==> src/hdl/anc_pkg.sv <==
package anc_pkg;
    // ----------------------------------------------------------------
    // Register byte offsets
    // ----------------------------------------------------------------
    localparam logic [7:0] ANC_OFS_CTRL = 8'h00;
    localparam logic [7:0] ANC_OFS_FLAGS = 8'h04;
    localparam logic [7:0] ANC_OFS_ACC = 8'h08;
    localparam logic [7:0] ANC_OFS_STACK1 = 8'h0c;
    localparam logic [7:0] ANC_OFS_OPERAND = 8'h10;
    localparam logic [7:0] ANC_OFS_INT_STAT = 8'h14;
    localparam logic [7:0] ANC_OFS_INT_MASK = 8'h18;

    // ----------------------------------------------------------------
    // Field positions
    // ----------------------------------------------------------------
    localparam int ANC_CTRL_GO_BIT = 8;
    localparam int ANC_FLAG_ZERO_BIT = 0;
    localparam int ANC_FLAG_NEG_BIT = 1;
    localparam int ANC_FLAG_BADDEC_BIT = 2;
    localparam int ANC_FLAG_RANGE_BIT = 3;
    localparam int ANC_FLAG_BUSY_BIT = 4;
    localparam int ANC_EV_DONE_BIT = 0;
    localparam int ANC_EV_BADDEC_BIT = 1;
    localparam int ANC_EV_RANGE_BIT = 2;
    localparam int ANC_EV_W = 3;
    localparam int ANC_GRAY_IN_W = 16;
    localparam int ANC_GRAY_OUT_W = 10;

    // ----------------------------------------------------------------
    // Operation codes and constants
    // ----------------------------------------------------------------
    localparam logic [3:0] ANC_OP_DEC_TO_RADIX2 = 4'h0;
    localparam logic [3:0] ANC_OP_RADIX2_TO_DEC = 4'h1;
    localparam logic [3:0] ANC_OP_ONES_COMPLEMENT = 4'h2;
    localparam logic [3:0] ANC_OP_GRAY_TO_DEC = 4'h3;
    localparam logic [3:0] ANC_OP_TEXT_TO_HEXDIGIT = 4'h4;
    localparam logic [3:0] ANC_OP_HEXDIGIT_TO_TEXT = 4'h5;
    localparam logic [7:0] ANC_CHR_DIGIT0 = 8'h30;
    localparam logic [7:0] ANC_CHR_DIGIT9 = 8'h39;
    localparam logic [7:0] ANC_CHR_LETTER_A = 8'h41;
    localparam logic [7:0] ANC_CHR_LETTER_F = 8'h46;
    localparam logic [1:0] ANC_RESP_OKAY = 2'h0;
    localparam logic [1:0] ANC_RESP_SLVERR = 2'h2;
    localparam logic [31:0] ANC_RST_WORD = 32'h0000_0000;
    localparam logic [ANC_EV_W-1:0] ANC_RST_MASK = 3'h0;

    typedef enum logic [3:0] {
        ANC_ST_IDLE = 4'b0001,
        ANC_ST_RD = 4'b0010,
        ANC_ST_WAIT = 4'b0100,
        ANC_ST_WR = 4'b1000
    } anc_state_t;
endpackage : anc_pkg

==> src/hdl/anc_core.sv <==
// The placing of the registers and the AXI4-Lite slave port are this design's own decisions.
`timescale 1ns/1ps
module anc_core
    import anc_pkg::*;
#(
    parameter int MEM_AW = 16,
    parameter int ADDR_W = 8
) (
    input wire logic clk_i,
    input wire logic reset_i,
    input wire logic [ADDR_W-1:0] s_axi_awaddr_i,
    input wire logic s_axi_awvalid_i,
    output logic s_axi_awready_o,
    input wire logic [31:0] s_axi_wdata_i,
    input wire logic [3:0] s_axi_wstrb_i,
    input wire logic s_axi_wvalid_i,
    output logic s_axi_wready_o,
    output logic [1:0] s_axi_bresp_o,
    output logic s_axi_bvalid_o,
    input wire logic s_axi_bready_i,
    input wire logic [ADDR_W-1:0] s_axi_araddr_i,
    input wire logic s_axi_arvalid_i,
    output logic s_axi_arready_o,
    output logic [31:0] s_axi_rdata_o,
    output logic [1:0] s_axi_rresp_o,
    output logic s_axi_rvalid_o,
    input wire logic s_axi_rready_i,
    output logic mem_req_o,
    output logic mem_we_o,
    output logic [MEM_AW-1:0] mem_addr_o,
    output logic [15:0] mem_wdata_o,
    input wire logic [15:0] mem_rdata_i,
    output logic irq_o
);
    // ----------------------------------------------------------------
    // State
    // ----------------------------------------------------------------
    typedef struct packed {
        anc_state_t st;
        logic [31:0] acc, stk, opnd;
        logic [3:0] op;
        logic zero, neg, bad_dec, range;
        logic [ANC_EV_W-1:0] stat, mask;
        logic irq;
        logic [MEM_AW-1:0] src, dst;
        logic [31:0] cnt;
        logic half;
        logic [7:0] hold_b;
        logic [15:0] hold_w;
        logic mreq, mwe;
        logic [MEM_AW-1:0] maddr;
        logic [15:0] mwdata;
        logic aw_have, w_have;
        logic [ADDR_W-1:0] awaddr;
        logic [31:0] wdata;
        logic [3:0] wstrb;
        logic awready, wready, bvalid;
        logic [1:0] bresp;
        logic arready, rvalid;
        logic [31:0] rdata;
        logic [1:0] rresp;
    } anc_reg_t;
    localparam anc_reg_t ANC_RST = '{
        st: ANC_ST_IDLE, acc: ANC_RST_WORD, stk: ANC_RST_WORD, opnd: ANC_RST_WORD,
        op: 4'h0, mask: ANC_RST_MASK, cnt: ANC_RST_WORD, rdata: ANC_RST_WORD,
        wdata: ANC_RST_WORD, default: '0
    };

    // ----------------------------------------------------------------
    // Helpers
    // ----------------------------------------------------------------
    function automatic logic [31:0] anc_strb(input logic [31:0] old_v, input logic [31:0] new_v,
                                             input logic [3:0] s);
        logic [31:0] res;
        res = old_v;
        for (int b = 0; b < 4; b++) begin
            if (s[b]) begin
                res[8*b +: 8] = new_v[8*b +: 8];
            end
        end
        return res;
    endfunction : anc_strb
    // Character code to digit; anything else maps to zero
    function automatic logic [3:0] anc_chr2hex(input logic [7:0] c);
        logic [7:0] t;
        t = 8'h00;
        if (c >= ANC_CHR_DIGIT0 && c <= ANC_CHR_DIGIT9) begin
            t = c - ANC_CHR_DIGIT0;
        end else if (c >= ANC_CHR_LETTER_A && c <= ANC_CHR_LETTER_F) begin
            t = c - ANC_CHR_LETTER_A + 8'h0a;
        end
        return t[3:0];
    endfunction : anc_chr2hex
    function automatic logic [7:0] anc_hex2chr(input logic [3:0] h);
        return (h <= 4'h9) ? ANC_CHR_DIGIT0 + {4'h0, h} : ANC_CHR_LETTER_A + {4'h0, h} - 8'h0a;
    endfunction : anc_hex2chr
    // Table must fit in data memory
    function automatic logic anc_range_bad(input logic [31:0] cnt, input logic [31:0] src,
                                           input logic [31:0] dst, input logic text_to_hex);
        logic [33:0] lim;
        logic [33:0] out_words;
        lim = 34'd1 << MEM_AW;
        out_words = text_to_hex ? 34'({1'b0, cnt} + 33'd1) >> 1 : {1'b0, cnt, 1'b0};
        return (cnt == 32'h0000_0000) || (34'(src) + 34'(cnt) > lim)
            || (34'(dst) + out_words > lim);
    endfunction : anc_range_bad
    anc_reg_t r_ff;
    anc_reg_t nxt_r;
    logic [31:0] dec_to_bin;
    logic [31:0] bin_to_dec;
    logic [31:0] gray_dec;
    logic bad_digit;

    anc_conv u_conv (
        .acc_i(r_ff.acc),
        .dec_to_bin_o(dec_to_bin),
        .bin_to_dec_o(bin_to_dec),
        .gray_dec_o(gray_dec),
        .bad_digit_o(bad_digit)
    );

    // ----------------------------------------------------------------
    // Next state
    // ----------------------------------------------------------------
    logic busy;
    logic wr_fire;
    logic go;
    logic [ANC_EV_W-1:0] ev;
    logic [ANC_EV_W-1:0] clr;
    logic [7:0] pair_b;
    logic [3:0] pstrb;

    always_comb begin
        nxt_r = r_ff;
        ev = '0;
        clr = '0;
        go = 1'b0;
        busy = (r_ff.st != ANC_ST_IDLE);
        wr_fire = r_ff.aw_have && r_ff.w_have && !r_ff.bvalid;
        pstrb = busy ? 4'h0 : r_ff.wstrb;
        pair_b = {anc_chr2hex(mem_rdata_i[15:8]), anc_chr2hex(mem_rdata_i[7:0])};
        nxt_r.mreq = 1'b0;
        nxt_r.mwe = 1'b0;
        // Bus slave: address and data are taken in either order
        if (s_axi_awvalid_i && r_ff.awready) begin
            nxt_r.aw_have = 1'b1;
            nxt_r.awaddr = s_axi_awaddr_i;
        end
        if (s_axi_wvalid_i && r_ff.wready) begin
            nxt_r.w_have = 1'b1;
            nxt_r.wdata = s_axi_wdata_i;
            nxt_r.wstrb = s_axi_wstrb_i;
        end
        nxt_r.bvalid = r_ff.bvalid && !s_axi_bready_i;
        if (wr_fire) begin
            nxt_r.aw_have = 1'b0;
            nxt_r.w_have = 1'b0;
            nxt_r.bvalid = 1'b1;
            nxt_r.bresp = ANC_RESP_OKAY;
            // Parameter writes while a table walk runs are dropped
            unique case ({r_ff.awaddr[ADDR_W-1:2], 2'b00})
                ANC_OFS_CTRL: begin
                    if (r_ff.wstrb[0] && !busy) begin
                        nxt_r.op = r_ff.wdata[3:0];
                    end
                    go = r_ff.wstrb[1] && r_ff.wdata[ANC_CTRL_GO_BIT] && !busy;
                end
                ANC_OFS_ACC: nxt_r.acc = anc_strb(r_ff.acc, r_ff.wdata, pstrb);
                ANC_OFS_STACK1: nxt_r.stk = anc_strb(r_ff.stk, r_ff.wdata, pstrb);
                ANC_OFS_OPERAND: nxt_r.opnd = anc_strb(r_ff.opnd, r_ff.wdata, pstrb);
                ANC_OFS_INT_STAT: clr = r_ff.wstrb[0] ? r_ff.wdata[ANC_EV_W-1:0] : '0;
                ANC_OFS_INT_MASK: nxt_r.mask = r_ff.wstrb[0] ? r_ff.wdata[ANC_EV_W-1:0] : r_ff.mask;
                ANC_OFS_FLAGS: ;
                default: nxt_r.bresp = ANC_RESP_SLVERR;
            endcase
        end
        nxt_r.rvalid = r_ff.rvalid && !s_axi_rready_i;
        if (s_axi_arvalid_i && r_ff.arready) begin
            nxt_r.rvalid = 1'b1;
            nxt_r.rresp = ANC_RESP_OKAY;
            nxt_r.rdata = 32'h0000_0000;
            unique case ({s_axi_araddr_i[ADDR_W-1:2], 2'b00})
                ANC_OFS_CTRL: nxt_r.rdata[3:0] = r_ff.op;
                ANC_OFS_FLAGS: begin
                    nxt_r.rdata[ANC_FLAG_ZERO_BIT] = r_ff.zero;
                    nxt_r.rdata[ANC_FLAG_NEG_BIT] = r_ff.neg;
                    nxt_r.rdata[ANC_FLAG_BADDEC_BIT] = r_ff.bad_dec;
                    nxt_r.rdata[ANC_FLAG_RANGE_BIT] = r_ff.range;
                    nxt_r.rdata[ANC_FLAG_BUSY_BIT] = busy;
                end
                ANC_OFS_ACC: nxt_r.rdata = r_ff.acc;
                ANC_OFS_STACK1: nxt_r.rdata = r_ff.stk;
                ANC_OFS_OPERAND: nxt_r.rdata = r_ff.opnd;
                ANC_OFS_INT_STAT: nxt_r.rdata[ANC_EV_W-1:0] = r_ff.stat;
                ANC_OFS_INT_MASK: nxt_r.rdata[ANC_EV_W-1:0] = r_ff.mask;
                default: nxt_r.rresp = ANC_RESP_SLVERR;
            endcase
        end
        // Operation sequencer
        unique case (r_ff.st)
            ANC_ST_IDLE: begin
                if (go) begin
                    unique case (nxt_r.op)
                        ANC_OP_DEC_TO_RADIX2: begin
                            nxt_r.acc = dec_to_bin;
                            nxt_r.bad_dec = bad_digit;
                            ev[ANC_EV_BADDEC_BIT] = bad_digit;
                            nxt_r.zero = (dec_to_bin == 32'h0000_0000);
                            ev[ANC_EV_DONE_BIT] = 1'b1;
                        end
                        ANC_OP_RADIX2_TO_DEC: begin
                            nxt_r.acc = bin_to_dec;
                            nxt_r.zero = (bin_to_dec == 32'h0000_0000);
                            ev[ANC_EV_DONE_BIT] = 1'b1;
                        end
                        ANC_OP_ONES_COMPLEMENT: begin
                            nxt_r.acc = ~r_ff.acc;
                            ev[ANC_EV_DONE_BIT] = 1'b1;
                        end
                        ANC_OP_GRAY_TO_DEC: begin
                            nxt_r.acc = gray_dec;
                            nxt_r.zero = (gray_dec == 32'h0000_0000);
                            ev[ANC_EV_DONE_BIT] = 1'b1;
                        end
                        ANC_OP_TEXT_TO_HEXDIGIT, ANC_OP_HEXDIGIT_TO_TEXT: begin
                            // Count from stack, start from accumulator
                            nxt_r.range = anc_range_bad(r_ff.stk, r_ff.acc, r_ff.opnd,
                                                        nxt_r.op == ANC_OP_TEXT_TO_HEXDIGIT);
                            ev[ANC_EV_RANGE_BIT] = nxt_r.range;
                            if (nxt_r.range) begin
                                ev[ANC_EV_DONE_BIT] = 1'b1;
                            end else begin
                                nxt_r.src = r_ff.acc[MEM_AW-1:0];
                                nxt_r.dst = r_ff.opnd[MEM_AW-1:0];
                                nxt_r.cnt = r_ff.stk;
                                nxt_r.half = 1'b0;
                                nxt_r.mreq = 1'b1;
                                nxt_r.maddr = r_ff.acc[MEM_AW-1:0];
                                nxt_r.st = ANC_ST_RD;
                            end
                        end
                        default: ev[ANC_EV_DONE_BIT] = 1'b1;
                    endcase
                end
            end
            ANC_ST_RD: nxt_r.st = ANC_ST_WAIT;
            ANC_ST_WAIT: begin
                nxt_r.cnt = r_ff.cnt - 32'd1;
                nxt_r.src = r_ff.src + 1'b1;
                if (r_ff.op == ANC_OP_TEXT_TO_HEXDIGIT) begin
                    // Two words of text per word of digits
                    if (r_ff.half) begin
                        nxt_r.half = 1'b0;
                        nxt_r.mwdata = {r_ff.hold_b, pair_b};
                        nxt_r.st = ANC_ST_WR;
                    end else if (r_ff.cnt == 32'd1) begin
                        nxt_r.mwdata = {pair_b, 8'h00};
                        nxt_r.st = ANC_ST_WR;
                    end else begin
                        nxt_r.half = 1'b1;
                        nxt_r.hold_b = pair_b;
                        nxt_r.maddr = nxt_r.src;
                        nxt_r.st = ANC_ST_RD;
                    end
                end else begin
                    // Upper two digits go out first
                    nxt_r.hold_w = mem_rdata_i;
                    nxt_r.mwdata = {anc_hex2chr(mem_rdata_i[15:12]),
                                    anc_hex2chr(mem_rdata_i[11:8])};
                    nxt_r.st = ANC_ST_WR;
                end
                nxt_r.mreq = 1'b1;
                if (nxt_r.st == ANC_ST_WR) begin
                    nxt_r.mwe = 1'b1;
                    nxt_r.maddr = r_ff.dst;
                    nxt_r.dst = r_ff.dst + 1'b1;
                end
            end
            ANC_ST_WR: begin
                if (r_ff.op == ANC_OP_HEXDIGIT_TO_TEXT && !r_ff.half) begin
                    nxt_r.half = 1'b1;
                    nxt_r.mreq = 1'b1;
                    nxt_r.mwe = 1'b1;
                    nxt_r.maddr = r_ff.dst;
                    nxt_r.dst = r_ff.dst + 1'b1;
                    nxt_r.mwdata = {anc_hex2chr(r_ff.hold_w[7:4]), anc_hex2chr(r_ff.hold_w[3:0])};
                end else if (r_ff.cnt != 32'h0000_0000) begin
                    nxt_r.half = 1'b0;
                    nxt_r.mreq = 1'b1;
                    nxt_r.maddr = r_ff.src;
                    nxt_r.st = ANC_ST_RD;
                end else begin
                    ev[ANC_EV_DONE_BIT] = 1'b1;
                    nxt_r.st = ANC_ST_IDLE;
                end
            end
            default: nxt_r.st = ANC_ST_IDLE;
        endcase

        nxt_r.neg = nxt_r.acc[31];
        // Set wins over a same-cycle clear
        nxt_r.stat = (r_ff.stat & ~clr) | ev;
        nxt_r.irq = |(nxt_r.stat & nxt_r.mask);
        nxt_r.awready = !nxt_r.aw_have && !nxt_r.bvalid;
        nxt_r.wready = !nxt_r.w_have && !nxt_r.bvalid;
        nxt_r.arready = !nxt_r.rvalid;
    end
    always_ff @(posedge clk_i or posedge reset_i) begin
        if (reset_i) begin
            r_ff <= ANC_RST;
        end else begin
            r_ff <= nxt_r;
        end
    end

    // ----------------------------------------------------------------
    // Outputs
    // ----------------------------------------------------------------
    assign s_axi_awready_o = r_ff.awready;
    assign s_axi_wready_o = r_ff.wready;
    assign s_axi_bresp_o = r_ff.bresp;
    assign s_axi_bvalid_o = r_ff.bvalid;
    assign s_axi_arready_o = r_ff.arready;
    assign s_axi_rdata_o = r_ff.rdata;
    assign s_axi_rresp_o = r_ff.rresp;
    assign s_axi_rvalid_o = r_ff.rvalid;
    assign mem_req_o = r_ff.mreq;
    assign mem_we_o = r_ff.mwe;
    assign mem_addr_o = r_ff.maddr;
    assign mem_wdata_o = r_ff.mwdata;
    assign irq_o = r_ff.irq;
endmodule : anc_core

==> src/hdl/anc_conv.sv <==
`timescale 1ns/1ps
module anc_conv
    import anc_pkg::*;
(
    input wire logic [31:0] acc_i,
    output logic [31:0] dec_to_bin_o,
    output logic [31:0] bin_to_dec_o,
    output logic [31:0] gray_dec_o,
    output logic bad_digit_o
);
    // Double dabble; values above 99999999 lose their top digits
    function automatic logic [31:0] anc_bin2bcd(input logic [31:0] v);
        logic [63:0] sh;
        sh = {32'h0000_0000, v};
        for (int i = 0; i < 32; i++) begin
            for (int d = 0; d < 8; d++) begin
                if (sh[32+4*d +: 4] > 4'h4) begin
                    sh[32+4*d +: 4] = sh[32+4*d +: 4] + 4'h3;
                end
            end
            sh = {sh[62:0], 1'b0};
        end
        return sh[63:32];
    endfunction : anc_bin2bcd

    logic [31:0] bin_acc;
    logic bad;
    logic [ANC_GRAY_IN_W-1:0] gray_bin;
    logic [31:0] gray_bcd;

    always_comb begin
        bin_acc = 32'h0000_0000;
        bad = 1'b0;
        for (int d = 7; d >= 0; d--) begin
            bin_acc = 32'(bin_acc * 32'd10) + {28'h000_0000, acc_i[4*d +: 4]};
            if (acc_i[4*d +: 4] > 4'h9) begin
                bad = 1'b1;
            end
        end
        gray_bin[ANC_GRAY_IN_W-1] = acc_i[ANC_GRAY_IN_W-1];
        for (int i = ANC_GRAY_IN_W - 2; i >= 0; i--) begin
            gray_bin[i] = gray_bin[i+1] ^ acc_i[i];
        end
        gray_bcd = anc_bin2bcd({16'h0000, gray_bin});
    end

    assign dec_to_bin_o = bin_acc;
    assign bad_digit_o = bad;
    assign bin_to_dec_o = anc_bin2bcd(acc_i);
    // Upper 22 bits forced to zero
    assign gray_dec_o = {22'h00_0000, gray_bcd[ANC_GRAY_OUT_W-1:0]};
endmodule : anc_conv

==> config.mk <==
export PLATFORM = sky130hd
export DESIGN_NAME = anc_core
export DESIGN_NICKNAME = d
export VERILOG_FILES = /design/src/hdl/anc_pkg.sv /design/src/hdl/anc_core.sv /design/src/hdl/anc_conv.sv
export SDC_FILE = /design/constraint.sdc
export NUM_CORES = 2
export LEC_CHECK = 0
export BUFFER_PORTS_ARGS = -buffer_cell sky130_fd_sc_hd__buf_2
export CORE_MARGIN = 2
export CORE_UTILIZATION = 55
export DETAILED_ROUTE_END_ITERATION = 7
export PLACE_DENSITY = 0.69
export REMOVE_ABC_BUFFERS = 1
export SLEW_MARGIN = 20
export SYNTH_ARGS = -nofsm -noshare
export SYNTH_HDL_FRONTEND = slang
export SYNTH_HIERARCHICAL = 1
export SYNTH_SLANG_ARGS = --single-unit
==> constraint.sdc <==
create_clock -name clk_i -period 43.4 [get_ports clk_i]
set_clock_uncertainty 0.15 [all_clocks]
set_input_delay 6.51 -clock clk_i [delete_from_list [all_inputs] [get_ports clk_i]]
set_output_delay 6.51 -clock clk_i [all_outputs]
set_load 0.01 [all_outputs]
# ---- Yosys cells after proc, flatten, opt, wreduce, memory -nomap -nowiden
# Index checks and enable logic that the tools add are counted.
dict set report op_classes {
  eq_ne 39
  n_addsub 209
  n_mux 293
  magnitude_cmp 200
  bitwise 23
  multipliers 7
  n_reduce_logical 63
}
# op n
set ops {}
lappend ops {{4-bit two-way mux} 177}
lappend ops {{4-bit by 3-bit > comparator with 1-bit output, second input constant} 167}
lappend ops {{4-bit by 2-bit adder with 4-bit output, second input constant} 154}
lappend ops {{32-bit by 4-bit adder with 32-bit output} 7}
lappend ops {{16-bit two-way mux} 14}
lappend ops {{65-bit two-way mux} 3}
lappend ops {{32-bit by 3-bit multiplier with 31-bit output, second input constant} 6}
lappend ops {{8-bit two-way mux} 17}
lappend ops {{32-bit logical NOT} 4}
lappend ops {{32-bit two-way mux} 4}
lappend ops {{32-bit one-hot mux with 4 select lines} 1}
lappend ops {{100-bit two-way mux} 1}
lappend ops {{16-bit one-hot mux with 3 select lines} 2}
lappend ops {{27-bit one-hot mux with 3 select lines} 1}
lappend ops {{3-bit two-way mux} 22}
lappend ops {{16-bit one-hot mux with 2 select lines} 2}
lappend ops {{32-bit one-hot mux with 2 select lines} 1}
lappend ops {{3-bit by 2-bit adder with 3-bit output, second input constant} 14}
lappend ops {{3-bit by 2-bit adder with 4-bit output, second input constant} 9}
lappend ops {{6-bit by 3-bit equality test with 1-bit output, second input constant} 6}
lappend ops {{36-bit two-way mux} 1}
lappend ops {{3-bit AND reduction} 12}
lappend ops {{35-bit two-way mux} 1}
lappend ops {{32-bit by 33-bit adder with 34-bit output} 1}
lappend ops {{64 further kinds} 207}
dict set report word_totals {
  wordCells 876
  ff_bits 317
  output_inout_bits 76
  in_bits 75
}

# ---- Logic depth before layout (Yosys ltp)
dict set report logic_depth {
  depth_word 61
  mapped_depth 96
}

# ---- Hierarchy
# Netlist, hierarchy kept.
# module n_inst area_per_inst_um2 cells_per_inst seq_area_each_um2
set by_module_without_submodules {}
lappend by_module_without_submodules {anc_conv 1 32651.3 4652 0.0}
lappend by_module_without_submodules {anc_core 1 22541.6 2595 7808.7}

# ---- Worst setup path before layout
# Ideal clock, no wire load.
dict set report synth_path {
  path_kind {flip-flop to flip-flop}
  from {register r_ff[318] in the netlist's numbering}
  to {register r_ff[220] in the netlist's numbering}
  synth_period_minus_slack_ns 17.138
  t_arrival_ns 16.924
  path_buffers 6
  stages_incl_launch_ff 83
  setup_time_ns 0.064
  slack_ns 26.262
  cell_sequence {dfrtp_1 clkbuf_4 inv_1 ha_1 inv_1 ha_1 buf_4 nor2_2 a221o_1 nor2_2 o21ai_1 a2111oi_2 nor4_1 or4_4 o22a_1 buf_6 xnor2_1 o32ai_1 (+47 left out) nand2b_1 mux2_2 ha_1 nand2b_1 mux2_2 ha_1 and2_1 o21a_1 a2111oi_4 mux2_1 a21oi_1 mux2_1 nor4_1 nand4_1 nor3_1 nor2_1 o21ai_0 mux2_2}
}
dict set report synth_via {
  elab_chain_cells 60
  word_cells_on_any_way 461
  classes_between {155 x add/sub; 7 x mul; 148 x order compare; 149 x mux; 2 x reduce/logical}
}
# item line_no
set synth_rtl {}
lappend synth_rtl {{from (decl)} anc_core.sv:107} ;# anc_reg_t r_ff;
lappend synth_rtl {{from (signal assigned)} anc_core.sv:312} ;# r_ff <= nxt_r;
lappend synth_rtl {{3-bit by 2-bit adder with 4-bit output / 3-bit > comparator (equally long branches)} {anc_conv.sv:18, anc_conv.sv:17}}
lappend synth_rtl {{4-bit two-way mux *} anc_conv.sv:17} ;# if (sh[32+4*d +: 4] > 4'h4) begin
lappend synth_rtl {{4-bit by 2-bit adder with 4-bit output / 4-bit by 3-bit > comparator with 1-bit output (equally long branches)} {anc_conv.sv:18, anc_conv.sv:17}}
lappend synth_rtl {{4-bit two-way mux} anc_conv.sv:17}
lappend synth_rtl {{4-bit by 2-bit adder with 4-bit output / 4-bit by 3-bit > comparator with 1-bit output (equally long branches)} {anc_conv.sv:18, anc_conv.sv:17}}
lappend synth_rtl {{4-bit two-way mux} anc_conv.sv:17}
lappend synth_rtl {{4-bit by 3-bit > comparator with 1-bit output, or another cell as far along} anc_conv.sv:17}
lappend synth_rtl {{4-bit two-way mux} anc_conv.sv:17}
lappend synth_rtl {{(+45 left out)} -}
lappend synth_rtl {{4-bit two-way mux} anc_conv.sv:17}
lappend synth_rtl {{4-bit by 2-bit adder with 4-bit output / 4-bit by 3-bit > comparator with 1-bit output (equally long branches)} {anc_conv.sv:18, anc_conv.sv:17}}
lappend synth_rtl {{4-bit two-way mux} anc_conv.sv:17}
lappend synth_rtl {{4-bit by 2-bit adder with 4-bit output / 4-bit by 3-bit > comparator with 1-bit output (equally long branches)} {anc_conv.sv:18, anc_conv.sv:17}}
lappend synth_rtl {{4-bit two-way mux *} anc_conv.sv:17}
lappend synth_rtl {{net bin_to_dec[24]} anc_core.sv:110} ;# logic [31:0] bin_to_dec;
lappend synth_rtl {{32-bit logical NOT *} anc_core.sv:213} ;# nxt_r.zero = (bin_to_dec == 32'h0000_0000);
lappend synth_rtl {{1-bit one-hot mux with 3 select lines *} anc_core.sv:203} ;# unique case (nxt_r.op)
# Mark *: on every way through the listed nets, which the timed path passes. The rest lies on a longest branch.
# A chain may end at the register's enable or synchronous reset.

# ---- Worst setup path in the final report
# Ends and elaborated chain as after synthesis.

==> impl_metrics.csv <==
group,metric,value,unit
status,status,"finished, final reports clean",
global_route,first_global_vias,50800,
global_route,overflow,0,
final_layout,final-instance-count-excl-fill,8359,
synthesis,yosysSeqAreaShare,14.1,%
final_layout,nets,7602,
synthesis,yosysWarnings,6,
setup_path,cpMaxStageDelayCell,"a21oi_2",
setup_path,crit_fanout,27,
place,io_buffers,144,
route,met1_length,71.2,mm
place,dp_cells,8299,
final_layout,syn_to_final_growth,3.03,%
route,vias,55500,
route,drt_iter0_drc,5314,
timing,slew_headroom,23.5,%
setup_path,cp-end-kind,"register",
route,drc,0,
global_route,grt_pass1_wl,265,mm
setup_path,path_common_cell,"ha_1",
route,wl,165,mm
timing,clock.fmax,0.0465,GHz
global_route,grt_max_degree,122,
setup_path,cp-start-kind,"register",
route,ant_nets,0,
route,wl_met2,76.8,mm
timing,fin_crit_sh,49.6,%
cts,cts_resized,0,
timing,setup_viol,0,
setup_path,required,43.80,ns
place,hpwlAfterDp,124,mm
cts,worstSkewPairLatency,0.63,ns
synthesis,syn_area_per_cell,7.62,µm²
global_route,grt_util_all_layers,30.6,%
setup_path,max_stage_delay,0.72,ns
synthesis,synth_area,55200,µm²
global_route,antenna_found_initial,2,
cts,clock_tree.root_cell,"clkbuf_16",
place,gp_congestion,0.983,
timing,worst_pin_slew,1.15,ns
die,core_area,99900,µm²
die,initial_core_util,55.3,%
timing,min_period,21.52,ns
route,wire_per_inst,19.7,µm
die,dieArea,103000,µm²
route,post_drt_via_cell_ratio,6.64,
die,die_w,321,µm
final_layout,drive_above_1_share,10.7,%
timing,hold_viol,0,
cts,cts.sinks,312,
synthesis,synth-edff-count,0,
synthesis,synthArstFlopShare,100,%
cts,cts_buffers,30,
timing,tns,0,ns
route,drt_first_pass_iters,7,
run,maxCapViolCount,0,
setup_path,cp.arrival,21.92,ns
min_path,hold_path_depth,2,
synthesis,syn_inst,7247,
synthesis,ys_types,160,
route,highest_layer,"met4",
setup_path,ff2ff_path_depth,79,
timing,finalMaxSlewViolations,0,
die,num_io_pins,151,
synthesis,ys.flop_type,"dfrtp_1",
min_path,hp-class,"reg -> reg",
cts,cts_tree,"built",
die,die_y,321,µm
cts,cts_max_level,1,
cts,post-cts-setup-buffers,0,
cts,path_clk_slew,0.07,ns
timing,rsz0062_at_grt,"false",
setup_path,path_class,"reg -> reg",
synthesis,synth_seq_cells,312,
cts,cts_buffer_depth,3,
cts,cts_hold_buf,0,
die,num_rows,116,
route,wl_met3,9.92,mm
[final cells by class]
class | instances | area, µm²
sequential | 312 | 7810
fill | 9564 | 43000
multi-input combinational | 6143 | 43800
inverter | 320 | 1210
clock buffer | 37 | 818
tap | 1298 | 1620
antenna | 1 | 2.50
timing repair buffer | 229 | 1360
clock inverter | 19 | 213
[worst max-delay path, delay by kind of cell, from the launching register on]
kind / cells / cell delay [ns]
AOI/OAI and AO/OA: 31 / 9.70
adders and majority gates: 11 / 3.01
buffers and inverters: 7 / 0.67
DFF: 1 / 0.48
muxes: 4 / 1.37
xor gates and xnor gates: 6 / 1.45
and+or+nand+nor: 20 / 4.57
[Yosys cell counts (all sizes together), types with 181 or more instances]
library cell  number  area, µm²
a21oi            586       2990
mux2             182       2060
xor2             181       1600
xnor2            272       2410
nand3            236       1190
buf              247       1600
nor3             227       1210
o21ai            448       2310
clkbuf           255        963
nor2             587       2280
dfrtp            311       7780
inv              316       1190
mux2i            246       2490
nand2            578       2180
ha               475       5940
[metal layers]
metal  up-vias  GRT usage [%]
met3       335           2.36
met4         0           11.8
li1      26800              -
met1     26300           40.4
met5         -              0
met2      2023           51.9
[logic make-up after synthesis]
group / count (synthesis) / share of synthesized area [%]
compound gates: 2434 / 31.2
simple gates: 2290 / 20.5
buf+inv: 822 / 6.83
fa+ha+maj: 499 / 11.5
xor+xnor: 453 / 7.27
mux: 435 / 8.52
flops: 312 / 14.1
other cells: 2 / 0.0136
[per-stage QoR]
| step | instance area [µm²] | setup WS, ns | util [%] | hold slack (ns) |
|---|---|---|---|---|
| detailed placement | 55800 | 22.25 | 55.9 | 0.311 |
| floorplan | 52700 | 23.61 | - | 0.291 |
| global route | 56900 | 20.10 | 56.9 | 0.341 |
| finish | 56900 | 21.88 | 56.9 | 0.322 |
| CTS | 56800 | 22.12 | 56.9 | 0.327 |
| global placement | 55800 | 22.55 | 55.9 | 0.298 |
[sequential cells by signal (all words and copies together), names as in the netlist, 16 cells and up]
name	cells
r_ff	238
s_axi_rdata_o	32
mem_addr_o	16
mem_wdata_o	16
[path summary, 6_finish.rpt]
kind	slack, ns	from	end
hold / removal	0.32	s_axi_rdata_o[16]$_DFFE_PP0P_	s_axi_rdata_o[16]$_DFFE_PP0P_
setup / recovery	21.88	r_ff[318]$_DFF_PP0_	r_ff[220]$_DFFE_PP0P_
hold reg to reg	0.32	s_axi_rdata_o[16]$_DFFE_PP0P_	s_axi_rdata_o[16]$_DFFE_PP0P_
max in group asynchronous	34.95	reset_i	s_axi_rdata_o[31]$_DFFE_PP0P_
min in group asynchronous	5.93	reset_i	mem_wdata_o[4]$_DFFE_PP0P_
setup reg to reg	21.88	r_ff[318]$_DFF_PP0_	r_ff[220]$_DFFE_PP0P_
[placed cells by master (no fill, tap or decap), types with 24 or more instances in the layout]
cell type / synthesis / routed
a211o_1: 30 / 30
a211oi_1: 106 / 106
a21o_1: 106 / 106
a21oi_1: 572 / 572
a22oi_1: 33 / 33
a31oi_1: 100 / 100
and2_1: 58 / 58
and3_1: 93 / 93
buf_2: 99 / 144
buf_4: 119 / 83
clkbuf_16: 0 / 31
conb_1: 2 / 32
dfrtp_1: 311 / 311
ha_1: 475 / 475
inv_1: 310 / 309
mux2_2: 168 / 168
mux2i_1: 244 / 243
nand2_1: 574 / 571
nand2b_1: 56 / 56
nand3_1: 234 / 233
nand4_1: 107 / 107
nor2_1: 567 / 565
nor2b_1: 45 / 45
nor3_1: 217 / 214
nor4_1: 90 / 90
o2111ai_1: 32 / 32
o211ai_1: 109 / 109
o21a_1: 95 / 95
o21ai_0: 348 / 348
o21ai_1: 86 / 85
o21bai_1: 100 / 100
o221a_2: 40 / 40
o221ai_1: 40 / 40
o22ai_1: 71 / 71
o31ai_1: 54 / 52
o32ai_1: 24 / 24
or3_1: 57 / 57
xnor2_1: 268 / 267
xor2_1: 179 / 179
Power is not shown: default switching activity piles up to over one toggle a cycle in this logic, so the estimate is an artifact.
